--- config.mk ---
export PLATFORM = sky130hd
export DESIGN_NAME = rsf_failover
export DESIGN_NICKNAME = d
export VERILOG_FILES = /design/src/rsf_pkg.sv /design/src/rsf_failover.sv
export SDC_FILE = /design/constraint.sdc
export NUM_CORES = 1
export LEC_CHECK = 0
export ABC_AREA = 0
export BUFFER_PORTS_ARGS = -buffer_cell sky130_fd_sc_hd__buf_2
export CAP_MARGIN = 20
export CORE_MARGIN = 2
export CORE_UTILIZATION = 38
export DETAILED_ROUTE_END_ITERATION = 10
export PLACE_DENSITY = 0.55
export RECOVER_POWER = 100
export SYNTH_ARGS = -nofsm -noshare
export SYNTH_HDL_FRONTEND = slang
export SYNTH_SLANG_ARGS = --single-unit
export TNS_END_PERCENT = 30
--- constraint.sdc ---
create_clock -name mclk -period 6.3 [get_ports mclk]
set_input_delay 0.63 -clock mclk [delete_from_list [all_inputs] [get_ports mclk]]
set_output_delay 0.63 -clock mclk [all_outputs]
set_load 0.03 [all_outputs]
--- src/rsf_pkg.sv ---
`default_nettype none
package rsf_pkg;
  localparam int RSF_RDG_W = 16;
  localparam int RSF_NCH = 3;
  localparam int RSF_AXI_AW = 8;

  localparam logic [RSF_AXI_AW-1:0] RSF_OFF_CTRL = 8'h00;
  localparam logic [RSF_AXI_AW-1:0] RSF_OFF_PTHR = 8'h04;
  localparam logic [RSF_AXI_AW-1:0] RSF_OFF_ITHR = 8'h08;
  localparam logic [RSF_AXI_AW-1:0] RSF_OFF_RTHR = 8'h0c;
  localparam logic [RSF_AXI_AW-1:0] RSF_OFF_SETPT = 8'h10;
  localparam logic [RSF_AXI_AW-1:0] RSF_OFF_STATUS = 8'h14;

  localparam int RSF_CTRL_CLEAR_BIT = 0;
  localparam int RSF_CTRL_OWNFLT_BIT = 1;

  // Pressure in 1 kPa steps, flows in 0.1 L/s steps.
  localparam logic [RSF_RDG_W-1:0] RSF_PTHR_RST = 16'h0046;
  localparam logic [RSF_RDG_W-1:0] RSF_ITHR_RST = 16'h0014;
  localparam logic [RSF_RDG_W-1:0] RSF_RTHR_RST = 16'h000c;
  localparam logic [RSF_RDG_W-1:0] RSF_SETPT_RST = 16'h0000;

  localparam int RSF_DELAY_S = 10;
  localparam int RSF_CLK_HZ = 100_000_000;
  localparam int RSF_DELAY_CYC = RSF_DELAY_S * RSF_CLK_HZ;

  localparam logic [1:0] RSF_RESP_OKAY = 2'b00;
  localparam logic [1:0] RSF_RESP_SLVERR = 2'b10;
  // Three edges: two to fill the pin synchroniser, one to take the filled value.
  localparam logic [1:0] RSF_STRAP_SETTLE = 2'h3;

  typedef struct packed {
    logic [RSF_RDG_W-1:0] setA;
    logic [RSF_RDG_W-1:0] setB;
  } rsf_pair_t;

  typedef enum logic [1:0] {
    CTL_STRAP = 2'b00,
    CTL_ACTIVE = 2'b01,
    CTL_STANDBY = 2'b10,
    CTL_RELEASED = 2'b11
  } rsf_ctl_t;
endpackage
`default_nettype wire

--- src/rsf_failover.sv ---
// Functional notes
// - Pressure pair differing over threshold for full delay marks lower one failed.
// - Issue-flow pair differing over threshold after delay marks lower one failed.
// - Return-flow pair differing over threshold after delay marks lower one failed.
// - Controller receives both sensor sets and drives outputs through its own rack.
// - Primary controls with first set plus operator set-point changes normally.
// - Standby keeps monitoring first-set inputs while the primary is in control.
// - Failed first-set input is replaced by second set and alarmed.
// - Control passes to standby on primary handover or detected primary fault.
// - Standby in control annunciates, applies set-points, defaults to first set.
// - Standby in control swaps any faulty first-set input for its second-set twin.
// - First-set power lost with standby in control selects all second-set inputs.
// - Standby reports own faults to primary; primary reports standby faults.
// - Operator selector on second set makes both controllers use second set.
//
// Implementation choices: the placing of the registers and the AXI4-Lite slave port.
`timescale 1ns/10ps
`default_nettype none
module rsf_failover
  import rsf_pkg::*;
#(
  parameter int DELAY_CYCLES = RSF_DELAY_CYC
) (
  input wire logic mclk,
  input wire logic rstn,
  input wire logic ce,
  input wire logic [RSF_AXI_AW-1:0] s_axi_awaddr,
  input wire logic s_axi_awvalid,
  output logic s_axi_awready,
  input wire logic [31:0] s_axi_wdata,
  input wire logic [3:0] s_axi_wstrb,
  input wire logic s_axi_wvalid,
  output logic s_axi_wready,
  output logic [1:0] s_axi_bresp,
  output logic s_axi_bvalid,
  input wire logic s_axi_bready,
  input wire logic [RSF_AXI_AW-1:0] s_axi_araddr,
  input wire logic s_axi_arvalid,
  output logic s_axi_arready,
  output logic [31:0] s_axi_rdata,
  output logic [1:0] s_axi_rresp,
  output logic s_axi_rvalid,
  input wire logic s_axi_rready,
  input wire rsf_pair_t pressurePair,
  input wire rsf_pair_t issueFlowPair,
  input wire rsf_pair_t returnFlowPair,
  input wire logic selectorSecond,
  input wire logic firstSetPowerOk,
  input wire logic roleStandby,
  input wire logic peerFaultIn,
  input wire logic peerHandoverIn,
  output logic [RSF_NCH*RSF_RDG_W-1:0] selectedReadings,
  output logic [RSF_NCH-1:0] useSecondSet,
  output logic [RSF_RDG_W-1:0] setpointOut,
  output logic inControl,
  output logic handoverOut,
  output logic ownFaultOut,
  output logic peerFaultAlarm,
  output logic faultAnnunciate,
  output logic sensorFailAlarm
);
  localparam logic [31:0] DELAY_LAST = 32'(DELAY_CYCLES - 1);

  rsf_pair_t pairSync1_r [RSF_NCH];
  rsf_pair_t pairSync2_r [RSF_NCH];
  logic [4:0] pinSync1_r;
  logic [4:0] pinSync2_r;
  logic selSecond;
  logic powerLost;
  logic roleSync;
  logic peerFault;
  logic peerHandover;

  logic [RSF_RDG_W-1:0] thr_r [RSF_NCH];
  logic [RSF_RDG_W-1:0] setpoint_r;
  logic ownFault_r;
  logic clearPulse_r;
  logic [2*RSF_NCH-1:0] failed_r;
  logic [RSF_NCH-1:0] useSecond;

  rsf_ctl_t ctl_r;
  rsf_ctl_t ctl_nxt;
  logic roleStandby_r;
  logic [1:0] strapCnt_r;

  logic awHeld_r;
  logic wHeld_r;
  logic [RSF_AXI_AW-1:0] awAddr_r;
  logic [31:0] wData_r;
  logic [3:0] wStrb_r;
  logic [31:0] rdWord;
  logic rdHit;
  logic wrHit;
  logic doWrite;

  // Field readings are asynchronous to mclk; each word settles slowly enough
  // that a two-stage capture is adequate for a comparison over seconds.
  always_ff @(posedge mclk or negedge rstn) begin
    if (!rstn) begin
      for (int i = 0; i < RSF_NCH; i++) begin
        pairSync1_r[i] <= '0;
        pairSync2_r[i] <= '0;
      end
      pinSync1_r <= 5'h00;
      pinSync2_r <= 5'h00;
    end else if (ce) begin
      pairSync1_r[0] <= pressurePair;
      pairSync1_r[1] <= issueFlowPair;
      pairSync1_r[2] <= returnFlowPair;
      pairSync2_r <= pairSync1_r;
      pinSync1_r <= {peerHandoverIn, peerFaultIn, roleStandby, ~firstSetPowerOk, selectorSecond};
      pinSync2_r <= pinSync1_r;
    end
  end

  assign selSecond = pinSync2_r[0];
  assign powerLost = pinSync2_r[1];
  assign roleSync = pinSync2_r[2];
  assign peerFault = pinSync2_r[3];
  assign peerHandover = pinSync2_r[4];

  // The role strap is taken once, after the synchroniser has filled.
  always_ff @(posedge mclk or negedge rstn) begin
    if (!rstn) begin
      strapCnt_r <= 2'h0;
      roleStandby_r <= 1'b0;
    end else if (ce && strapCnt_r != RSF_STRAP_SETTLE) begin
      strapCnt_r <= strapCnt_r + 2'h1;
      roleStandby_r <= roleSync;
    end
  end

  // Per channel: disagreement timer and latched failure of the lower reading.
  genvar g;
  generate
    for (g = 0; g < RSF_NCH; g++) begin : gChan
      logic [RSF_RDG_W-1:0] rdA;
      logic [RSF_RDG_W-1:0] rdB;
      logic [RSF_RDG_W-1:0] diff;
      logic over;
      logic expire;
      logic [31:0] cnt_r;

      assign rdA = pairSync2_r[g].setA;
      assign rdB = pairSync2_r[g].setB;
      assign diff = (rdA > rdB) ? rdA - rdB : rdB - rdA;
      assign over = diff > thr_r[g];
      assign expire = over && cnt_r == DELAY_LAST;

      always_ff @(posedge mclk or negedge rstn) begin
        if (!rstn) begin
          cnt_r <= 32'h0;
        end else if (ce) begin
          if (!over) begin
            cnt_r <= 32'h0;
          end else if (cnt_r != DELAY_LAST) begin
            cnt_r <= cnt_r + 32'h1;
          end
        end
      end

      // A new failure in the clearing cycle wins over the clear.
      always_ff @(posedge mclk or negedge rstn) begin
        if (!rstn) begin
          failed_r[2*g+1:2*g] <= 2'b00;
        end else if (ce) begin
          if (expire) begin
            failed_r[2*g] <= failed_r[2*g] | (rdA < rdB);
            failed_r[2*g+1] <= failed_r[2*g+1] | (rdB < rdA);
          end else if (clearPulse_r) begin
            failed_r[2*g+1:2*g] <= 2'b00;
          end
        end
      end

      // Both controllers run this comparison, so the standby keeps watching too.
      assign useSecond[g] = failed_r[2*g]
        | selSecond
        | (roleStandby_r && ctl_r == CTL_ACTIVE && powerLost);

      always_ff @(posedge mclk or negedge rstn) begin
        if (!rstn) begin
          selectedReadings[g*RSF_RDG_W +: RSF_RDG_W] <= '0;
          useSecondSet[g] <= 1'b0;
        end else if (ce) begin
          selectedReadings[g*RSF_RDG_W +: RSF_RDG_W] <= useSecond[g] ? rdB : rdA;
          useSecondSet[g] <= useSecond[g];
        end
      end
    end
  endgenerate

  // Controller role and handover.
  always_comb begin
    ctl_nxt = ctl_r;
    case (ctl_r)
      CTL_STRAP: begin
        if (strapCnt_r == RSF_STRAP_SETTLE) begin
          ctl_nxt = roleStandby_r ? CTL_STANDBY : CTL_ACTIVE;
        end
      end
      CTL_ACTIVE: begin
        if (!roleStandby_r && ownFault_r) begin
          ctl_nxt = CTL_RELEASED;
        end else if (roleStandby_r && clearPulse_r && !peerFault && !peerHandover) begin
          ctl_nxt = CTL_STANDBY;
        end
      end
      CTL_STANDBY: begin
        if (peerHandover || peerFault) begin
          ctl_nxt = CTL_ACTIVE;
        end
      end
      CTL_RELEASED: begin
        if (clearPulse_r && !ownFault_r) begin
          ctl_nxt = CTL_ACTIVE;
        end
      end
      default: begin
        ctl_nxt = CTL_STRAP;
      end
    endcase
  end

  always_ff @(posedge mclk or negedge rstn) begin
    if (!rstn) begin
      ctl_r <= CTL_STRAP;
    end else if (ce) begin
      ctl_r <= ctl_nxt;
    end
  end

  always_ff @(posedge mclk or negedge rstn) begin
    if (!rstn) begin
      inControl <= 1'b0;
      handoverOut <= 1'b0;
      ownFaultOut <= 1'b0;
      peerFaultAlarm <= 1'b0;
      faultAnnunciate <= 1'b0;
      sensorFailAlarm <= 1'b0;
      setpointOut <= RSF_SETPT_RST;
    end else if (ce) begin
      inControl <= ctl_nxt == CTL_ACTIVE;
      handoverOut <= ctl_nxt == CTL_RELEASED;
      ownFaultOut <= ownFault_r;
      peerFaultAlarm <= peerFault;
      faultAnnunciate <= roleStandby_r && ctl_nxt == CTL_ACTIVE;
      sensorFailAlarm <= |failed_r;
      if (ctl_r == CTL_ACTIVE) begin
        setpointOut <= setpoint_r;
      end
    end
  end

  // Register file, AXI4-Lite write side. Address and data are taken in
  // either order; the response goes out once both are held.
  assign doWrite = awHeld_r && wHeld_r && !s_axi_bvalid;

  always_comb begin
    case (awAddr_r)
      RSF_OFF_CTRL, RSF_OFF_PTHR, RSF_OFF_ITHR, RSF_OFF_RTHR, RSF_OFF_SETPT, RSF_OFF_STATUS: begin
        wrHit = 1'b1;
      end
      default: begin
        wrHit = 1'b0;
      end
    endcase
  end

  always_ff @(posedge mclk or negedge rstn) begin
    if (!rstn) begin
      awHeld_r <= 1'b0;
      wHeld_r <= 1'b0;
      awAddr_r <= '0;
      wData_r <= 32'h0;
      wStrb_r <= 4'h0;
      s_axi_awready <= 1'b1;
      s_axi_wready <= 1'b1;
      s_axi_bvalid <= 1'b0;
      s_axi_bresp <= RSF_RESP_OKAY;
    end else if (ce) begin
      if (s_axi_awvalid && s_axi_awready) begin
        awAddr_r <= s_axi_awaddr;
        awHeld_r <= 1'b1;
        s_axi_awready <= 1'b0;
      end
      if (s_axi_wvalid && s_axi_wready) begin
        wData_r <= s_axi_wdata;
        wStrb_r <= s_axi_wstrb;
        wHeld_r <= 1'b1;
        s_axi_wready <= 1'b0;
      end
      if (doWrite) begin
        s_axi_bvalid <= 1'b1;
        s_axi_bresp <= wrHit ? RSF_RESP_OKAY : RSF_RESP_SLVERR;
      end
      if (s_axi_bvalid && s_axi_bready) begin
        s_axi_bvalid <= 1'b0;
        awHeld_r <= 1'b0;
        wHeld_r <= 1'b0;
        s_axi_awready <= 1'b1;
        s_axi_wready <= 1'b1;
      end
    end
  end

  // Only the low two byte lanes carry register bits; upper lanes are ignored.
  always_ff @(posedge mclk or negedge rstn) begin
    if (!rstn) begin
      thr_r[0] <= RSF_PTHR_RST;
      thr_r[1] <= RSF_ITHR_RST;
      thr_r[2] <= RSF_RTHR_RST;
      setpoint_r <= RSF_SETPT_RST;
      ownFault_r <= 1'b0;
      clearPulse_r <= 1'b0;
    end else if (ce) begin
      clearPulse_r <= 1'b0;
      if (doWrite) begin
        for (int b = 0; b < 2; b++) begin
          if (wStrb_r[b]) begin
            case (awAddr_r)
              RSF_OFF_PTHR: thr_r[0][8*b +: 8] <= wData_r[8*b +: 8];
              RSF_OFF_ITHR: thr_r[1][8*b +: 8] <= wData_r[8*b +: 8];
              RSF_OFF_RTHR: thr_r[2][8*b +: 8] <= wData_r[8*b +: 8];
              RSF_OFF_SETPT: setpoint_r[8*b +: 8] <= wData_r[8*b +: 8];
              default: begin
              end
            endcase
          end
        end
        if (awAddr_r == RSF_OFF_CTRL && wStrb_r[0]) begin
          clearPulse_r <= wData_r[RSF_CTRL_CLEAR_BIT];
          ownFault_r <= wData_r[RSF_CTRL_OWNFLT_BIT];
        end
      end
    end
  end

  // Read side.
  always_comb begin
    rdWord = 32'h0;
    rdHit = 1'b1;
    case (s_axi_araddr)
      RSF_OFF_CTRL: rdWord[RSF_CTRL_OWNFLT_BIT] = ownFault_r;
      RSF_OFF_PTHR: rdWord[RSF_RDG_W-1:0] = thr_r[0];
      RSF_OFF_ITHR: rdWord[RSF_RDG_W-1:0] = thr_r[1];
      RSF_OFF_RTHR: rdWord[RSF_RDG_W-1:0] = thr_r[2];
      RSF_OFF_SETPT: rdWord[RSF_RDG_W-1:0] = setpoint_r;
      RSF_OFF_STATUS: rdWord[15:0] = {ctl_r, selSecond, powerLost, peerFault, roleStandby_r,
                                       ctl_r == CTL_ACTIVE, useSecond, failed_r};
      default: rdHit = 1'b0;
    endcase
  end

  always_ff @(posedge mclk or negedge rstn) begin
    if (!rstn) begin
      s_axi_arready <= 1'b1;
      s_axi_rvalid <= 1'b0;
      s_axi_rdata <= 32'h0;
      s_axi_rresp <= RSF_RESP_OKAY;
    end else if (ce) begin
      if (s_axi_arvalid && s_axi_arready) begin
        s_axi_arready <= 1'b0;
        s_axi_rvalid <= 1'b1;
        s_axi_rdata <= rdWord;
        s_axi_rresp <= rdHit ? RSF_RESP_OKAY : RSF_RESP_SLVERR;
      end else if (s_axi_rvalid && s_axi_rready) begin
        s_axi_rvalid <= 1'b0;
        s_axi_arready <= 1'b1;
      end
    end
  end
endmodule
`default_nettype wire

### Word-level counts from Yosys, hierarchy flattened

Index checks and enable logic that the tools add are counted.

| storage, ports and cells | value |
|---|---|
| bits in read-only memories | 0 |
| bits in latches | 0 |
| output and inout bits | 114 |
| memories | 0 |
| input bits | 161 |
| register bits after elaboration | 501 |
| RAM bits | 0 |

| operators by class | value |
|---|---|
| add/subtract/negate cells | 10 |
| magnitude comparators | 12 |
| eq/ne operators | 26 |
| shifts and indexed selects | 0 |
| mux-type cells | 46 |
| bitwise logic cells | 13 |
| multiply operators | 0 |
| divide/modulo/power cells | 0 |
| reduce and logical (&&, ||, !) cells | 63 |

Operator list:

| kind | number |
|---|---|
| 2-to-1 mux 32 bit | 6 |
| adder 32 x 1 -> 32 bit (second input constant) | 3 |
| == test 32 x 30 -> 1 bit (second input constant) | 3 |
| > comparator 16 bit | 6 |
| less-than comparator 16 bit | 6 |
| 2-to-1 mux 16 bit | 6 |
| inequality test 32 x 30 -> 1 bit (second input constant) | 3 |
| subtractor 16 bit | 6 |
| one-hot mux 14 bit (5 select lines) | 1 |
| == test 8 x 4 -> 1 bit (second input constant) | 4 |
| == test 8 x 5 -> 1 bit (second input constant) | 4 |
| AND reduction 4 bit | 8 |
| AND reduction 2 bit | 15 |
| 2-to-1 mux 2 bit | 12 |
| logical AND 1 bit | 20 |
| 2-to-1 mux 1 bit | 18 |
| OR reduction 6 bit | 3 |
| == test 8 x 3 -> 1 bit (second input constant) | 2 |
| logical NOT 8 bit | 2 |
| nonzero test 2 bit | 7 |
| bitwise OR 1 bit | 12 |
| == test 2 bit (second input constant) | 4 |
| one-hot mux 2 bit (4 select lines) | 1 |
| inequality test 2 x 1 -> 1 bit (second input constant) | 3 |
| 10 further kinds | 15 |

### Logic depth before layout (Yosys ltp)

| logic depth | value |
|---|---|
| depth in word-level cells | 8 |
| mapped depth | 23 |

### Worst setup path before layout

OpenSTA, ideal clock, no wires.

| path | value |
|---|---|
| path kind | reg-to-reg |
| start point | register pairSync2_r (netlist bit gChan[1].rdA[0]) |
| end point | register gChan[1].cnt_r[0] |
| setup slack | 1.400 ns |
| period minus slack after synthesis | 4.900 ns |
| library setup time | 0.125 ns |
| arrival time | 4.776 ns |
| cell stages (with the launch flop) | 23 |
| cell sequence | dfrtp_1 inv_1 ha_1 inv_1 fa_1 a21oi_1 o211ai_1 o41ai_2 o21ai_1 a221oi_2 nor2_1 buf_4 mux2_2 ha_1 nor2b_1 o21a_1 o21ai_0 a211oi_1 o311ai_1 and2_1 clkbuf_1 o21ai_0 mux2_2 |

| on the way | value |
|---|---|
| word-level cells in the longest chain between the ends | 5 |
| elaborated cells between the ends (all ways) | 8 |
| those cells by class | add/sub: 2; order compare: 2; eq/ne: 1; mux: 2; reduce/logical: 1 |

Ends and longest elaborated chain:

| element | line | RTL |
|---|---|---|
| from (decl) | rsf_failover.sv:65 | `rsf_pair_t pairSync2_r [RSF_NCH];` |
| from (signal assigned) | rsf_failover.sv:110 | `pairSync2_r <= pairSync1_r;` |
| subtractor 16 bit or > comparator 16 bit (tied branches) | rsf_failover.sv:146 | `assign diff = (rdA > rdB) ? rdA - rdB : rdB - rdA;` |
| 2-to-1 mux 16 bit (*) | rsf_failover.sv:146 |  |
| > comparator 16 bit (*) | rsf_failover.sv:147 | `assign over = diff > thr_r[g];` |
| inequality test 2 x 1 -> 1 bit (no source line) | - |  |
| AND reduction 2 bit (no source line) | - |  |
| to (signal assigned) | rsf_failover.sv:157 | `cnt_r <= cnt_r + 32'h1;` |
| to (decl) | rsf_failover.sv:142 | `logic [31:0] cnt_r;` |

Mark *: on every way between the ends. The rest lies on a longest branch, timed or not.
A chain may end at the register's enable or synchronous reset.

### Worst setup path after layout

| path | value |
|---|---|
| start point | register pairSync2_r (netlist bit gChan[0].rdA[0]) |
| end point | register gChan[0].cnt_r[31] |

| on the way | value |
|---|---|
| word-level cells in the longest chain between the ends | 5 |
| elaborated cells between the ends (all ways) | 8 |
| those cells by class | add/sub: 2; order compare: 2; eq/ne: 1; mux: 2; reduce/logical: 1 |

Ends and longest elaborated chain:

| element | line |
|---|---|
| subtractor 16 bit or > comparator 16 bit (tied branches) | rsf_failover.sv:146 |
| 2-to-1 mux 16 bit (*) | rsf_failover.sv:146 |
| > comparator 16 bit (*) | rsf_failover.sv:147 |
| inequality test 2 x 1 -> 1 bit (no source line) | - |
| AND reduction 2 bit (no source line) | - |
| to (signal assigned) | rsf_failover.sv:157 |
| to (decl) | rsf_failover.sv:142 |

Marked as above.

==> results.toml <==
[status]
status = "complete, but fails checks"
violations = "capacitance limit, slew limit"

[power]
ir_drop_mv = 0.1868
power_density_nw_per_um2 = 357.0
p_leak_nw = 14.34
fin_total_pwr_mw = 11.08

[timing]
worst_pin_slew_ns = 4.997
max_freq_mhz = 169.7
finalSetupViolCount = 0
fin_crit_sh_pct = 93.56
rsz0062_at_grt = "false"
fin_ws_ns = 0.4055
period_minus_slack_ns = 5.894
finalMaxSlewViolations = 490
finClkSkew_ns = 0.02661
hold_viol_final = 0
slew_headroom_pct = -233.2
fin_tns_setup_ns = 0

[synth]
synth_edf_count = 0
synth_top_cell_area_share_pct = 45.03
syn_area_um2 = 27180
synth.most_common_cell = "dfrtp_1"
ys_types = 73
synth_ff_type = "dfrtp_1"
ys_seq_area_share_pct = 45.99
yosysWarnings = 0
ys_top_cells_by_count = "489 x dfrtp_1, 231 x nand2_1, 224 x mux2_2, 208 x o21ai_0, 187 x inv_1"
synth_top_area_cell = "dfrtp_1"
async_flop_share_pct = 100.0
syn_area_per_cell_um2 = 10.00
ys_ff_latch = 499
syn-instance-count = 2717
synth_area_leaders = "dfrtp_1 45%, mux2_2 9.3%, ha_1 6.8%, o21ai_0 3.8%, a21oi_1 3.2%"

[cells_and_area]
utilization_pct = 43.64
areaGrowthSynthToFinish_pct = 14.21
stdcell_area_um2 = 31040
fin_nets = 3228
drive_above_1_share_pct = 16.99

[critical_path]
worstPathArrival_ns = 6.40
critPathKind = "reg2reg"
ff2ff_path_depth = 20
cp-end-kind = "register"
crit_required_ns = 6.81
ff2ff_setup_slack_ns = 0.41
cp_max_fo = 31
start_kind = "register"

[flow_run]
maxCapViolCount = 5

[clock_tree]
cts.htree.levels = 2
clock_latency_ns = 0.62
clock_path_buffers = 3
cts_sinks = 499
cts_tree = "built"
root_buffer = "clkbuf_16"
clkSlewWorstSetupHoldPaths_ns = 0.07
cts_setup_buffers = 0
cts_made_buffers = 58

[detailed_routing]
drt-total-wl_um = 72320
ant_nets = 0
first_pass_iters = 7
dr.first_iter.drc_count = 1594
post-route-drc-count = 0
viasPerCell = 5.348
wl_per_cell_um = 18.48
num_vias = 20930

[die]
initial_utilization_pct = 38.21
core_um2 = 71120
die_x_um = 271.4
die_area_um2 = 73670
io_pins = 275
die_y_um = 271.4
num_rows = 98

[place]
dp_hpwl_um = 52400
postPlaceCellArea_um2 = 29250
io_buffers = 238
gp_congestion = 0.8331
place_ws_ns = 0.5438

[global_route]
grt_pass1_wl_um = 115600
antenna_found_initial = 9
grt_pass1_vias = 20780
grt.overflow.total = 0
grt_usage_pct = 19.44
grt_start_max_net_pins = 199

[worst_hold_path]
min_path_type = "in2reg"
whs_path_depth = 2
[per-layer routing]
layer  GRT usage (%)  wire length [um]
met3           5.024              5073
met5               0                80
met4           5.610              1976
met2           29.90             32140
met1           27.00             33060
[report_power, final]
| group | internal (mW) | switching [mW] | leakage (nW) |
|---|---|---|---|
| Clock | 2.04 | 1.36 | 0.933 |
| Combinational | 1.43 | 2.18 | 7.12 |
| Sequential | 3.63 | 0.431 | 6.29 |
| Total | 7.11 | 3.97 | 14.3 |
[final cells by class]
cell class / count / area, um^2
Fill cell: 6946 / 40080
Multi-Input combinational cell: 1895 / 13360
Sequential cell: 499 / 12500
Clock buffer: 86 / 1637
Timing Repair Buffer: 271 / 1346
Tap cell: 950 / 1189
Inverter: 188 / 705.7
Clock inverter: 22 / 292.8
Antenna cell: 2 / 5.005
[sequential cells by signal, indices dropped and copies added (netlist names), 3 cells and up]
signal,flops
pinSync1_r,5
failed_r,6
thr_r,48
setpoint_r,16
gChan.rdB,48
selectedReadings,48
useSecondSet,3
setpointOut,16
pinSync2_r,5
wData_r,16
gChan.cnt_r,96
awAddr_r,8
s_axi_rdata,16
gChan.rdA,48
pairSync1_r,96
[worst max-delay path, cell delays in order (launching register included)]
cell      delay [ns]
dfrtp_1         0.39
inv_1           0.08
ha_1            0.17
inv_1           0.06
fa_1            0.40
a21oi_1         0.22
o211ai_1        0.17
o41ai_1         0.71
nand2_1         0.19
nand2_1         0.44
mux2_2          0.39
a211oi_1        0.29
xnor2_1         0.13
ha_1            0.31
nand4_1         0.14
nor4_1          0.33
a21oi_1         0.12
o21ai_1         0.27
buf_4           0.39
o21ai_0         0.14
mux2_2          0.43
[final timing paths]
| check | start | to |
|---|---|---|
| max reg2reg | gChan[0].rdA[0] | gChan[0].cnt_r[31] |
| min reg2reg | strapCnt_r[0] | strapCnt_r[0] |
| max in group asynchronous | rstn | gChan[1].rdA[9] |
| max | gChan[0].rdA[0] | gChan[0].cnt_r[31] |
| min in group asynchronous | rstn | pinSync1_r[0] |
| min | firstSetPowerOk | pinSync1_r[1] |
[placed cells by master, fill, tap and decap left out, types with 9 or more instances in the layout]
cell type / synthesis / layout
a31oi_1: 18 / 18
a222oi_1: 11 / 11
nand2b_1: 14 / 14
nand4_1: 33 / 33
nor2_1: 147 / 143
o41ai_1: 10 / 12
a21o_1: 83 / 83
dfstp_2: 10 / 9
o21ai_0: 208 / 209
xor2_1: 21 / 21
nor2b_1: 34 / 34
clkbuf_1: 112 / 120
buf_2: 12 / 142
nand2_1: 231 / 231
nor3b_1: 16 / 16
ha_1: 148 / 148
and2_1: 20 / 20
nor3_1: 49 / 49
a211oi_1: 11 / 11
o2bb2ai_1: 15 / 15
or3_1: 19 / 19
a22o_1: 38 / 38
clkbuf_16: 0 / 58
inv_1: 187 / 187
mux2_2: 224 / 224
nand3_1: 69 / 69
and4_1: 9 / 9
and3_1: 35 / 35
buf_4: 20 / 16
conb_1: 1 / 18
xnor2_1: 22 / 22
mux2i_1: 77 / 77
dfrtp_1: 489 / 489
a21oi_1: 174 / 174
o21a_1: 14 / 14
nor4_1: 21 / 21
[repair_timing]
item	in CTS	in global routing
resized for setup	0	1
endpoints found under the setup margin	0	1
hold buffers	0	0
[logic make-up after synthesis]
family                   share of synthesized area, %
AND/OR/NAND/NOR                                 12.81
AO/OA/AOI/OAI                                   15.40
flip-flops                                      45.99
buffers and inverters                           5.027
multiplexers                                    12.12
adder cells (fa/ha/maj)                         7.256
XOR/XNOR                                        1.386
other                                         0.01380
[metrics by stage]
step,hold WS [ns],std cells
finish,0.2212,3913
global route,0.1896,3912
CTS,0.08078,3906
detailed placement,0.4616,3798
global placement,0.4559,3798
floorplan,0.3344,2734
(Power assumes the default switching activity.)
